[src/spi_loop_cfg.svh]
`ifndef SPI_LOOP_CFG_SVH
`define SPI_LOOP_CFG_SVH
// register byte addresses
`define OFS_CFG   12'h000
`define OFS_TX    12'h004
`define OFS_EXE   12'h008
`define OFS_RX    12'h00C
`define OFS_DIAG  12'h010
`define OFS_STAT  12'h014
// configuration register fields
// count field holds 1 to 7 as written; zero asks for a full byte
`define CFG_NBITS_LSB  0
`define CFG_CPHA_BIT   5
`define CFG_CPOL_BIT   6
`define CFG_EN_BIT     3
`define CFG_SS_BIT     4
`define CFG_RESET      8'h10
// diagnostic and execute fields
`define DIAG_LOOP_BIT  0
`define EXE_GO_BIT     0
// serial clock half period
`define HALF_PERIOD_NS 20
`define CLK_PERIOD_NS  4
`define HALF_CYCLES    ((`HALF_PERIOD_NS + `CLK_PERIOD_NS - 1) / `CLK_PERIOD_NS)
`endif

[src/spi_loop_pkg.sv]
package spi_loop_pkg;
	typedef struct packed {
		logic sclk;
		logic mosi;
		logic ss;
	} spi_pins_t;
	typedef enum logic [2:0] {
		ST_IDLE  = 3'b001,
		ST_LEAD  = 3'b010,
		ST_TRAIL = 3'b100
	} xfer_state_t;
endpackage

[src/serial_master_loopback.sv]
// Behaviour
// - a diagnostic control bit switches the loopback self-test on and off.
// - in loopback the transmit bits feed the serial input internally.
// - config, transmit and execute writes work as normal; execute starts transfer.
// - in loopback the mosi and select pins stay static; sclk follows the current CPOL bit.
// - after loopback transfer receive register equals the transmit bits.
// - slave select frozen at its value when loopback is entered.
// - execute starts transfer of 1 to 8 bits sampled at trigger.
// - short transfers send and fill starting from bit 0.
// - each transfer shifts out and captures in at the same time.
`timescale 1ns/100ps
`include "spi_loop_cfg.svh"
module serial_master_loopback (
	input  wire logic              clk,
	input  wire logic              sys_rst,
	input  wire logic [31:0]       haddr,
	input  wire logic [1:0]        htrans,
	input  wire logic              hwrite,
	input  wire logic [2:0]        hsize,
	input  wire logic [31:0]       hwdata,
	input  wire logic              hsel,
	input  wire logic              hready,
	output logic      [31:0]       hrdata,
	output logic                   hreadyout,
	output logic                   hresp,
	input  wire logic              miso,
	output spi_loop_pkg::spi_pins_t spi_out
);
	import spi_loop_pkg::*;

	logic [7:0]  cfg_q;
	logic [7:0]  tx_q;
	logic [7:0]  rx_q;
	logic        loop_q;
	logic        ss_lat_q;
	logic        wr_q;
	logic [11:0] addr_q;
	logic        go;
	logic        miso_s1_q;
	logic        miso_s2_q;
	xfer_state_t st_q;
	logic [2:0]  cnt_q;
	logic [2:0]  last_q;
	logic [7:0]  div_q;
	logic        sclk_q;
	logic        mosi_q;
	logic        busy;
	logic        half_done;
	logic        rx_bit;
	logic        cpol;
	logic        cpha;

	assign hreadyout = 1'b1;
	assign hresp     = 1'b0;
	assign busy      = (st_q != ST_IDLE);
	assign cpha      = cfg_q[`CFG_CPHA_BIT];
	assign cpol      = cfg_q[`CFG_CPOL_BIT];
	assign half_done = (div_q == 8'(`HALF_CYCLES - 1));
	// internal return path replaces the pin in loopback
	assign rx_bit    = loop_q ? tx_q[cnt_q] : miso_s2_q;

	always_ff @(posedge clk)
	begin
		if (sys_rst)
		begin
			wr_q   <= 1'b0;
			addr_q <= 12'h000;
		end
		else if (hready)
		begin
			wr_q   <= hsel && htrans[1] && hwrite;
			addr_q <= haddr[11:0];
		end
	end

	// execute pulse ignored while a transfer runs
	assign go = wr_q && addr_q == `OFS_EXE && hwdata[`EXE_GO_BIT] && !busy;

	always_ff @(posedge clk)
	begin
		if (sys_rst)
		begin
			cfg_q  <= `CFG_RESET;
			tx_q   <= 8'h00;
			loop_q <= 1'b0;
		end
		else if (wr_q)
		begin
			if (addr_q == `OFS_CFG)
				cfg_q <= hwdata[7:0];
			if (addr_q == `OFS_TX)
				tx_q <= hwdata[7:0];
			if (addr_q == `OFS_DIAG)
				loop_q <= hwdata[`DIAG_LOOP_BIT];
		end
	end

	// select level captured on loopback entry only
	always_ff @(posedge clk)
	begin
		if (sys_rst)
			ss_lat_q <= 1'b1;
		else if (wr_q && addr_q == `OFS_DIAG && hwdata[`DIAG_LOOP_BIT] && !loop_q)
			ss_lat_q <= cfg_q[`CFG_SS_BIT];
	end

	always_ff @(posedge clk)
	begin
		if (sys_rst)
		begin
			hrdata <= 32'h0000_0000;
		end
		else
		begin
			unique case (haddr[11:0])
				`OFS_CFG:  hrdata <= {24'h000000, cfg_q};
				`OFS_TX:   hrdata <= {24'h000000, tx_q};
				`OFS_RX:   hrdata <= {24'h000000, rx_q};
				`OFS_DIAG: hrdata <= {31'h00000000, loop_q};
				`OFS_STAT: hrdata <= {31'h00000000, busy};
				default:   hrdata <= 32'h0000_0000;
			endcase
		end
	end

	always_ff @(posedge clk)
	begin
		if (sys_rst)
		begin
			miso_s1_q <= 1'b0;
			miso_s2_q <= 1'b0;
		end
		else
		begin
			miso_s1_q <= miso;
			miso_s2_q <= miso_s1_q;
		end
	end

	// two half periods per bit: with CPHA clear lead edge samples, trail edge shifts; with CPHA set lead shifts, trail samples
	always_ff @(posedge clk)
	begin
		if (sys_rst)
		begin
			st_q   <= ST_IDLE;
			cnt_q  <= 3'h0;
			last_q <= 3'h0;
			div_q  <= 8'h00;
			sclk_q <= 1'b0;
			mosi_q <= 1'b0;
			rx_q   <= 8'h00;
		end
		else
		begin
			unique case (st_q)
				ST_IDLE:
				begin
					sclk_q <= cpol;
					div_q  <= 8'h00;
					if (go)
					begin
						// zero wraps to seven, so an empty count runs a full byte
						last_q <= cfg_q[`CFG_NBITS_LSB +: 3] - 3'h1;
						cnt_q  <= 3'h0;
						mosi_q <= tx_q[0];
						st_q   <= ST_LEAD;
					end
				end
				ST_LEAD:
				begin
					div_q <= half_done ? 8'h00 : div_q + 8'h01;
					if (half_done)
					begin
						sclk_q <= ~sclk_q;
						if (!cpha)
							rx_q[cnt_q] <= rx_bit;
						else
							mosi_q <= tx_q[cnt_q];
						st_q <= ST_TRAIL;
					end
				end
				ST_TRAIL:
				begin
					div_q <= half_done ? 8'h00 : div_q + 8'h01;
					if (half_done)
					begin
						sclk_q <= ~sclk_q;
						if (cpha)
							rx_q[cnt_q] <= rx_bit;
						if (cnt_q == last_q)
							st_q <= ST_IDLE;
						else
						begin
							cnt_q <= cnt_q + 3'h1;
							if (!cpha)
								mosi_q <= tx_q[cnt_q + 3'h1];
							st_q <= ST_LEAD;
						end
					end
				end
				default:
					st_q <= ST_IDLE;
			endcase
		end
	end

	// mosi and select frozen in loopback, sclk follows cpol; normal drive resumes when it clears
	always_comb
	begin
		if (loop_q)
		begin
			spi_out.sclk = cpol;
			spi_out.mosi = 1'b0;
			spi_out.ss   = ss_lat_q;
		end
		else
		begin
			spi_out.sclk = sclk_q;
			spi_out.mosi = mosi_q;
			spi_out.ss   = cfg_q[`CFG_SS_BIT];
		end
	end

	chk_loop_pins_static: assert property (@(posedge clk) disable iff (sys_rst)
		loop_q && $past(loop_q) && $stable(cfg_q) |-> $stable(spi_out))
		else $error("pins moved in loopback");
	chk_ss_frozen: assert property (@(posedge clk) disable iff (sys_rst)
		loop_q && $past(loop_q) |-> spi_out.ss == $past(spi_out.ss))
		else $error("select moved in loopback");
	chk_go_starts: assert property (@(posedge clk) disable iff (sys_rst)
		go |=> st_q == ST_LEAD)
		else $error("execute did not start");
	chk_bit_count: assert property (@(posedge clk) disable iff (sys_rst)
		go |=> last_q == $past(cfg_q[`CFG_NBITS_LSB +: 3]) - 3'h1)
		else $error("bit count not sampled");
	chk_start_bit0: assert property (@(posedge clk) disable iff (sys_rst)
		go |=> cnt_q == 3'h0 && mosi_q == $past(tx_q[0]))
		else $error("transfer not from bit 0");
	chk_loop_rx: assert property (@(posedge clk) disable iff (sys_rst)
		loop_q && st_q == ST_TRAIL && half_done && cnt_q == last_q && $stable(tx_q)
		|=> rx_q[$past(cnt_q)] == tx_q[$past(cnt_q)])
		else $error("loopback bit mismatch");
	chk_loop_source: assert property (@(posedge clk) disable iff (sys_rst)
		loop_q && half_done && ((st_q == ST_LEAD && !cpha) || (st_q == ST_TRAIL && cpha))
		|=> rx_q[$past(cnt_q)] == $past(tx_q[cnt_q]))
		else $error("loop path not internal");
	chk_release: assert property (@(posedge clk) disable iff (sys_rst)
		!loop_q |-> spi_out.ss == cfg_q[`CFG_SS_BIT] && spi_out.sclk == sclk_q)
		else $error("pins not released");
	chk_loop_bit: assert property (@(posedge clk) disable iff (sys_rst)
		wr_q && addr_q == `OFS_DIAG |=> loop_q == $past(hwdata[`DIAG_LOOP_BIT]))
		else $error("loopback bit not written");
endmodule // serial_master_loopback

[config.mk]
export PLATFORM = sky130hd
export DESIGN_NAME = serial_master_loopback
export DESIGN_NICKNAME = d
export VERILOG_FILES = /design/src/spi_loop_pkg.sv /design/src/serial_master_loopback.sv
export VERILOG_INCLUDE_DIRS = /design/src
export SDC_FILE = /design/constraint.sdc
export NUM_CORES = 1
export LEC_CHECK = 0
export BUFFER_PORTS_ARGS = -buffer_cell sky130_fd_sc_hd__buf_2
export CELL_PAD_IN_SITES_DETAIL_PLACEMENT = 1
export CELL_PAD_IN_SITES_GLOBAL_PLACEMENT = 2
export CORE_MARGIN = 1
export CORE_UTILIZATION = 31
export CTS_BUF_LIST = sky130_fd_sc_hd__clkbuf_16
export CTS_CLUSTER_DIAMETER = 80
export DETAILED_ROUTE_END_ITERATION = 16
export GPL_ROUTABILITY_DRIVEN = 1
export PLACE_DENSITY = 0.93
export SKIP_CTS_REPAIR_TIMING = 1
export SLEW_MARGIN = 20
export SYNTH_ARGS = -nofsm -noshare
export SYNTH_HDL_FRONTEND = slang
export SYNTH_SLANG_ARGS = --single-unit
[constraint.sdc]
create_clock -name clk -period 3.1 [get_ports clk]
set_clock_uncertainty 0.2 [all_clocks]
set_input_delay 0.155 -clock clk [delete_from_list [all_inputs] [get_ports clk]]
set_output_delay 0.155 -clock clk [all_outputs]
set_load 0.1 [all_outputs]
==> flow_summary.toml, run 1 <==
[route]
post-route-drc-count = 0
drtIter0Drc = 94
vias = 2801
wire_per_inst_um = 15.3
drtAntennaViolNets = 0
wl_um = 8650
dr.pass1.iters = 5
via_per_inst = 4.95

[final_layout]
final_cell_mix = "71 x nor2_1, 68 x dfxtp_1, 41 x mux2i_1, 37 x buf_2, 26 x conb_1"
seq_area_um2 = 1360
fin_cells = 566
layout.cells.most_common = "nor2_1"
syn_to_final_growth_pct = 22.0
n_antenna_cell = 0
multiInputGateArea_um2 = 1810
fillers = 1249
drive_above_1_share = 0.174
num-nets-final = 504

[timing]
final.setup.tns_ps = 0
finalCritPeriodShare = 0.800
maxSlewHeadroom = 0.541
hold_viol_final = 0
final.min_clock_period_ps = 2480
setup_ws_ps = 619
setup_violations = 0
rsz0062_at_grt = "false"
slew_violations = 0
worst_slew_pin_slew_ps = 689
max_freq_mhz = 403

[synth]
netlist_instances = 373
synth-edff-count = 0
yosys.cell_types.count = 51
ys_seq_elements = 68
ys_warn_count = 0
async_flop_share = 0
seq_area_frac_synth = 0.403
ys.flop_type = "dfxtp_1"
syn_avg_cell_area_um2 = 9.05
syn-cell-area_um2 = 3380

[die]
die_area_um2 = 11300
die_height_um = 106
ioPinCount = 112
num_rows = 37
die_width_um = 106
start_util = 0.323
core_region_area_um2 = 10500

[clock_tree]
clockBufferDepth = 2
root_buffer = "clkbuf_16"
cts_num_sinks = 68
clk_latency_ps = 330
numCtsBuffers = 9
tritoncts = "done"
htree_levels = 3
path_clk_slew_ps = 60

[pwr]
p_int_mw = 1.63
power.switching_uw = 579
power.density_nw_per_um2 = 537
finalPower_mw = 2.21
worst_ir_drop_vdd_uv = 312
p_sw_frac = 0.261
p_leak_nw = 1.69
clkPwrFrac = 0.492
power_frac_seq = 0.404
combPwrFrac = 0.105

[job]
drv_cap = 0

[global_routing]
grt_pass1_vias = 2857
grt_pass1_wl_um = 14200
grt-ovfl-total = 0
grt_max_degree = 37
antenna_found_initial = 0
gr-usage-all-layers = 0.161

[critical_path]
worstSetupPathType = "in2reg"
critPathLaunchType = "input pin"
arrival_ps = 2550
cp_data_required_time_ps = 3160
endpoint_kind = "flop"
cp_max_fo = 8

[place]
place_hpwl_um = 6010
dp_cells = 527
portBuffers = 37
dpl_worst_slack_ps = 656
place_congestion = 0.766

[min_path]
hp-class = "in2reg"

[outcome]
outcome = "finished clean"
==> power by group through the flow <==
stage,registers [mW],clock network (mW),logic (mW)
floorplan,0.910,0,0.203
global placement,0.912,0,0.206
detailed placement,0.913,0,0.209
CTS,0.894,1.11,0.209
global route,0.895,1.16,0.243
finish,0.894,1.09,0.232
==> cell type report <==
cell class	instances	share of cell area
Multi-Input combinational cell	277	0.439
Sequential cell	68	0.330
Timing Repair Buffer	64	0.108
Clock buffer	9	0.0546
Tap cell	136	0.0413
Clock inverter	7	0.0225
Inverter	5	0.00455
==> Yosys cell counts (all sizes together) (6+ instances only) <==
master	n	area (um2)
nor2	71	267
nand3	10	50.1
buf	31	219
a21oi	13	65.1
nor3	6	35.0
nand3b	6	45.0
a222oi	7	70.1
nor2b	6	37.5
dfxtp	68	1360
clkbuf	16	60.1
nand2	17	63.8
mux2i	41	410
o21ai	10	50.1
==> flip-flops by register name (all words and copies together), names as in the netlist, 3 cells and up <==
name / flops
cfg_q: 8
addr_q: 12
rx_q: 8
tx_q: 8
last_q: 3
div_q: 8
hrdata: 8
cnt_q: 3
st_q: 3
==> final timing paths <==
check / from / to / slack, ps / cells past startpoint
max: haddr[5] / hrdata[4]$_SDFF_PP0_ / 620 / 8
min reg2reg: miso_s1_q$_SDFF_PP0_ / miso_s2_q$_SDFF_PP0_ / 230 / 1
min: hready / addr_q[8]$_SDFFE_PP0P_ / 140 / 3
max reg2reg: cnt_q[1]$_SDFFE_PP0P_ / mosi_q$_SDFFE_PP0P_ / 640 / 6
==> per-layer routing <==
| layer | track usage | part of all wire |
|---|---|---|
| met5 | 0 | 0 |
| met4 | 0.0635 | 0.012 |
| met3 | 0.0386 | 0.043 |
| met2 | 0.278 | 0.50 |
| met1 | 0.190 | 0.45 |
==> cells by family after synthesis <==
logic type | Yosys count | synth area share
flops | 68 | 0.403
fa+ha+maj | 4 | 0.0148
compound gates | 45 | 0.0919
simple gates | 147 | 0.223
buf+inv | 52 | 0.0882
other cells | 2 | 0.00222
mux | 48 | 0.158
xor+xnor | 7 | 0.0182
==> critical path, stage by stage <==
cell and delay, ps:
dlygate4sd3_1 540, buf_2 130, nor4_1 310, nand3_1 190
or2_2 340, nor3b_2 520, a222oi_1 230, nor2_1 130
==> per-stage QoR <==
step | instance area, um2 | utilization | hold WS (ps)
final | 4120 | 0.394 | 136
after detailed placement | 3570 | 0.342 | 184
after global placement | 3570 | 0.342 | 174
after global routing | 4120 | 0.394 | 167
after floorplan | 3470 | - | 72.9
after CTS | 3890 | 0.372 | -162
Power figures use the tool's default switching activity.
==> run 2, diff against run 1 <==
Settings changed: ABC_AREA from default to 1, CORE_UTILIZATION 31 to 27, PLACE_DENSITY 0.93 to 0.88.
Clock period 3.1 ns to 2.6 ns, I/O delays scaled along.
==> run 2 against run 1 <==
Net effect:
- the flow now finishes with violations (negative hold slack)
- clock power grew 21%
- via count grew 28%
- hold slack lost 190 ps
- sequential share of layout area shrank 2.8 points
- synthesized cell count grew 43%
- sequential power grew 25%
- clock-buffer cell count is the same
- die area grew 25%
- combinational power grew 140%
- cell count grew 37%
- critical path type unchanged
- largest cell class unchanged
==> flow_summary.toml, run 2 <==
[timing]
rsz0062_at_grt = "false"
finalCritPeriodShare = 0.849
final.min_clock_period_ps = 2210
worst_slew_pin_slew_ps = 685
slew_violations = 0
max_freq_mhz = 453
maxSlewHeadroom = 0.541
hold_viol_final = 3
setup_violations = 0
holdWs_ps = -55.8
final.setup.tns_ps = 0

[critical_path]
endpoint_kind = "flop"
max_stage_delay_ps = 550
critPathLaunchType = "input pin"
cp_slowest_cell = "dlygate4sd3_1"
cp_max_fo = 8
crit_chain = "dlygate4sd3_1 -> buf_2 -> inv_1 -> nand2_1 -> nor2_1 -> nand2_1 -> nor3_2 -> nand2_1 -> o21ai_0 -> nor2_1 -> nor2_1"
arrival_ps = 2280
regToRegSetupSlack_ps = 600
worstSetupPathType = "in2reg"
cp_data_required_time_ps = 2670

[synth]
synth_top_area_frac = 0.367
synth.top_cells.by_count = "101 x nand2_1, 83 x nor2_1, 68 x dfxtp_1"
ys.flop_type = "dfxtp_1"
syn-cell-area_um2 = 3700
seq_area_frac_synth = 0.367
netlist_instances = 533
synth-edff-count = 0
synth_largest_area_cell = "dfxtp_1"
yosysMostFrequentCell = "nand2_1"
synth_area_leaders = "dfxtp_1 37%, nand2_1 10%, nor2_1 8.4%"
yosys.cell_types.count = 42
syn_avg_cell_area_um2 = 6.95
ys_warn_count = 0
async_flop_share = 0
ys_seq_elements = 68

[clock_tree]
tritoncts = "done"
clk_latency_ps = 340
path_clk_slew_ps = 60
numCtsBuffers = 9
htree_levels = 3
root_buffer = "clkbuf_16"
cts_num_sinks = 68
clockBufferDepth = 2

[die]
die_height_um = 119
die_width_um = 119
ioPinCount = 112
die_area_um2 = 14200
start_util = 0.279
core_region_area_um2 = 13300
num_rows = 42

[final_layout]
fillers = 1686
multiInputGateArea_um2 = 1880
final_cell_mix = "101 x nand2_1, 83 x nor2_1, 68 x dfxtp_1, 64 x inv_1"
layout.cells.most_common = "nand2_1"
top_register = "addr_q"
largest_register_ffs = 12
drive_above_1_share = 0.139
n_antenna_cell = 0
num-nets-final = 672
syn_to_final_growth_pct = 21.6
seq_area_um2 = 1360

[pwr]
p_leak_nw = 1.94
worst_ir_drop_vdd_uv = 332
power.density_nw_per_um2 = 667
finalPower_mw = 3.01

[min_path]
hp-class = "in2reg"

[route]
wl_um = 10800
vias = 3579
wire_per_inst_um = 13.9
drtAntennaViolNets = 0
post-route-drc-count = 0
via_per_inst = 4.62
drtIter0Drc = 72
dr.pass1.iters = 4

[job]
drv_cap = 0

[global_routing]
grt_pass1_wl_um = 17200
antenna_found_initial = 0
grt_max_degree = 24
gr-usage-all-layers = 0.153
grt-ovfl-total = 0
grt_pass1_vias = 3585

[outcome]
violations = "negative hold slack"
outcome = "finished, violations left"

[place]
portBuffers = 37
place_hpwl_um = 7850
place_congestion = 0.849
run 2: kinds of logic after synthesis:
group | Yosys count | share of synthesized area
flops | 68 | 0.367
simple gates | 254 | 0.321
fa+ha+maj | 4 | 0.0135
compound gates | 92 | 0.140
xor+xnor | 3 | 0.00709
other cells | 2 | 0.00203
buf+inv | 110 | 0.150
run 2: per-stage QoR:
stage / instances / worst slack (ps) / area (um2) / utilization
after floorplan: 557 / 444 / 3790 / -
after global placement: 733 / 669 / 3940 / 0.296
after detailed placement: 733 / 604 / 3940 / 0.296
after CTS: 749 / 599 / 4250 / 0.320
after global routing: 774 / 163 / 4500 / 0.339
final: 774 / 393 / 4500 / 0.339
run 2: cell type report:
| type | instances | area share |
|---|---|---|
| multi-input combinational | 379 | 0.417 |
| inverter | 70 | 0.0594 |
| timing repair buffer | 65 | 0.102 |
| sequential | 68 | 0.302 |
| tap | 176 | 0.0489 |
| clock inverter | 7 | 0.0206 |
| clock buffer | 9 | 0.0500 |
run 2: per-layer routing:
metal,track usage,vias to the layer above,part of all wire
li1,-,1782,-
met2,0.266,62,0.51
met4,0.0459,0,0.016
met3,0.0441,17,0.031
met1,0.182,1718,0.45
met5,0,-,0
run 2: path summary, 6_finish.rpt:
check	startpoint	end	depth (start not counted)
worst max-delay path	haddr[1]	hrdata[3]$_SDFF_PP0_	11
worst min register to register	miso_s1_q$_SDFF_PP0_	miso_s2_q$_SDFF_PP0_	2
worst min-delay path	htrans[1]	wr_q$_SDFFE_PP0P_	4
worst max register to register	addr_q[0]$_SDFFE_PP0P_	cfg_q[7]$_SDFFE_PP0P_	5
run 2: power by group:
part / total, mW / internal [mW] / switching [mW]
Combinational: 0.568 / 0.145 / 0.423
Clock: 1.32 / 0.835 / 0.483
Sequential: 1.12 / 1.08 / 0.0421
run 2: critical path: cells and delay by family:
family | cells | cell delay, ps
AOI/OAI and AO/OA | 1 | 160
buffers and inverters | 3 | 760
and+or+nand+nor | 7 | 1220
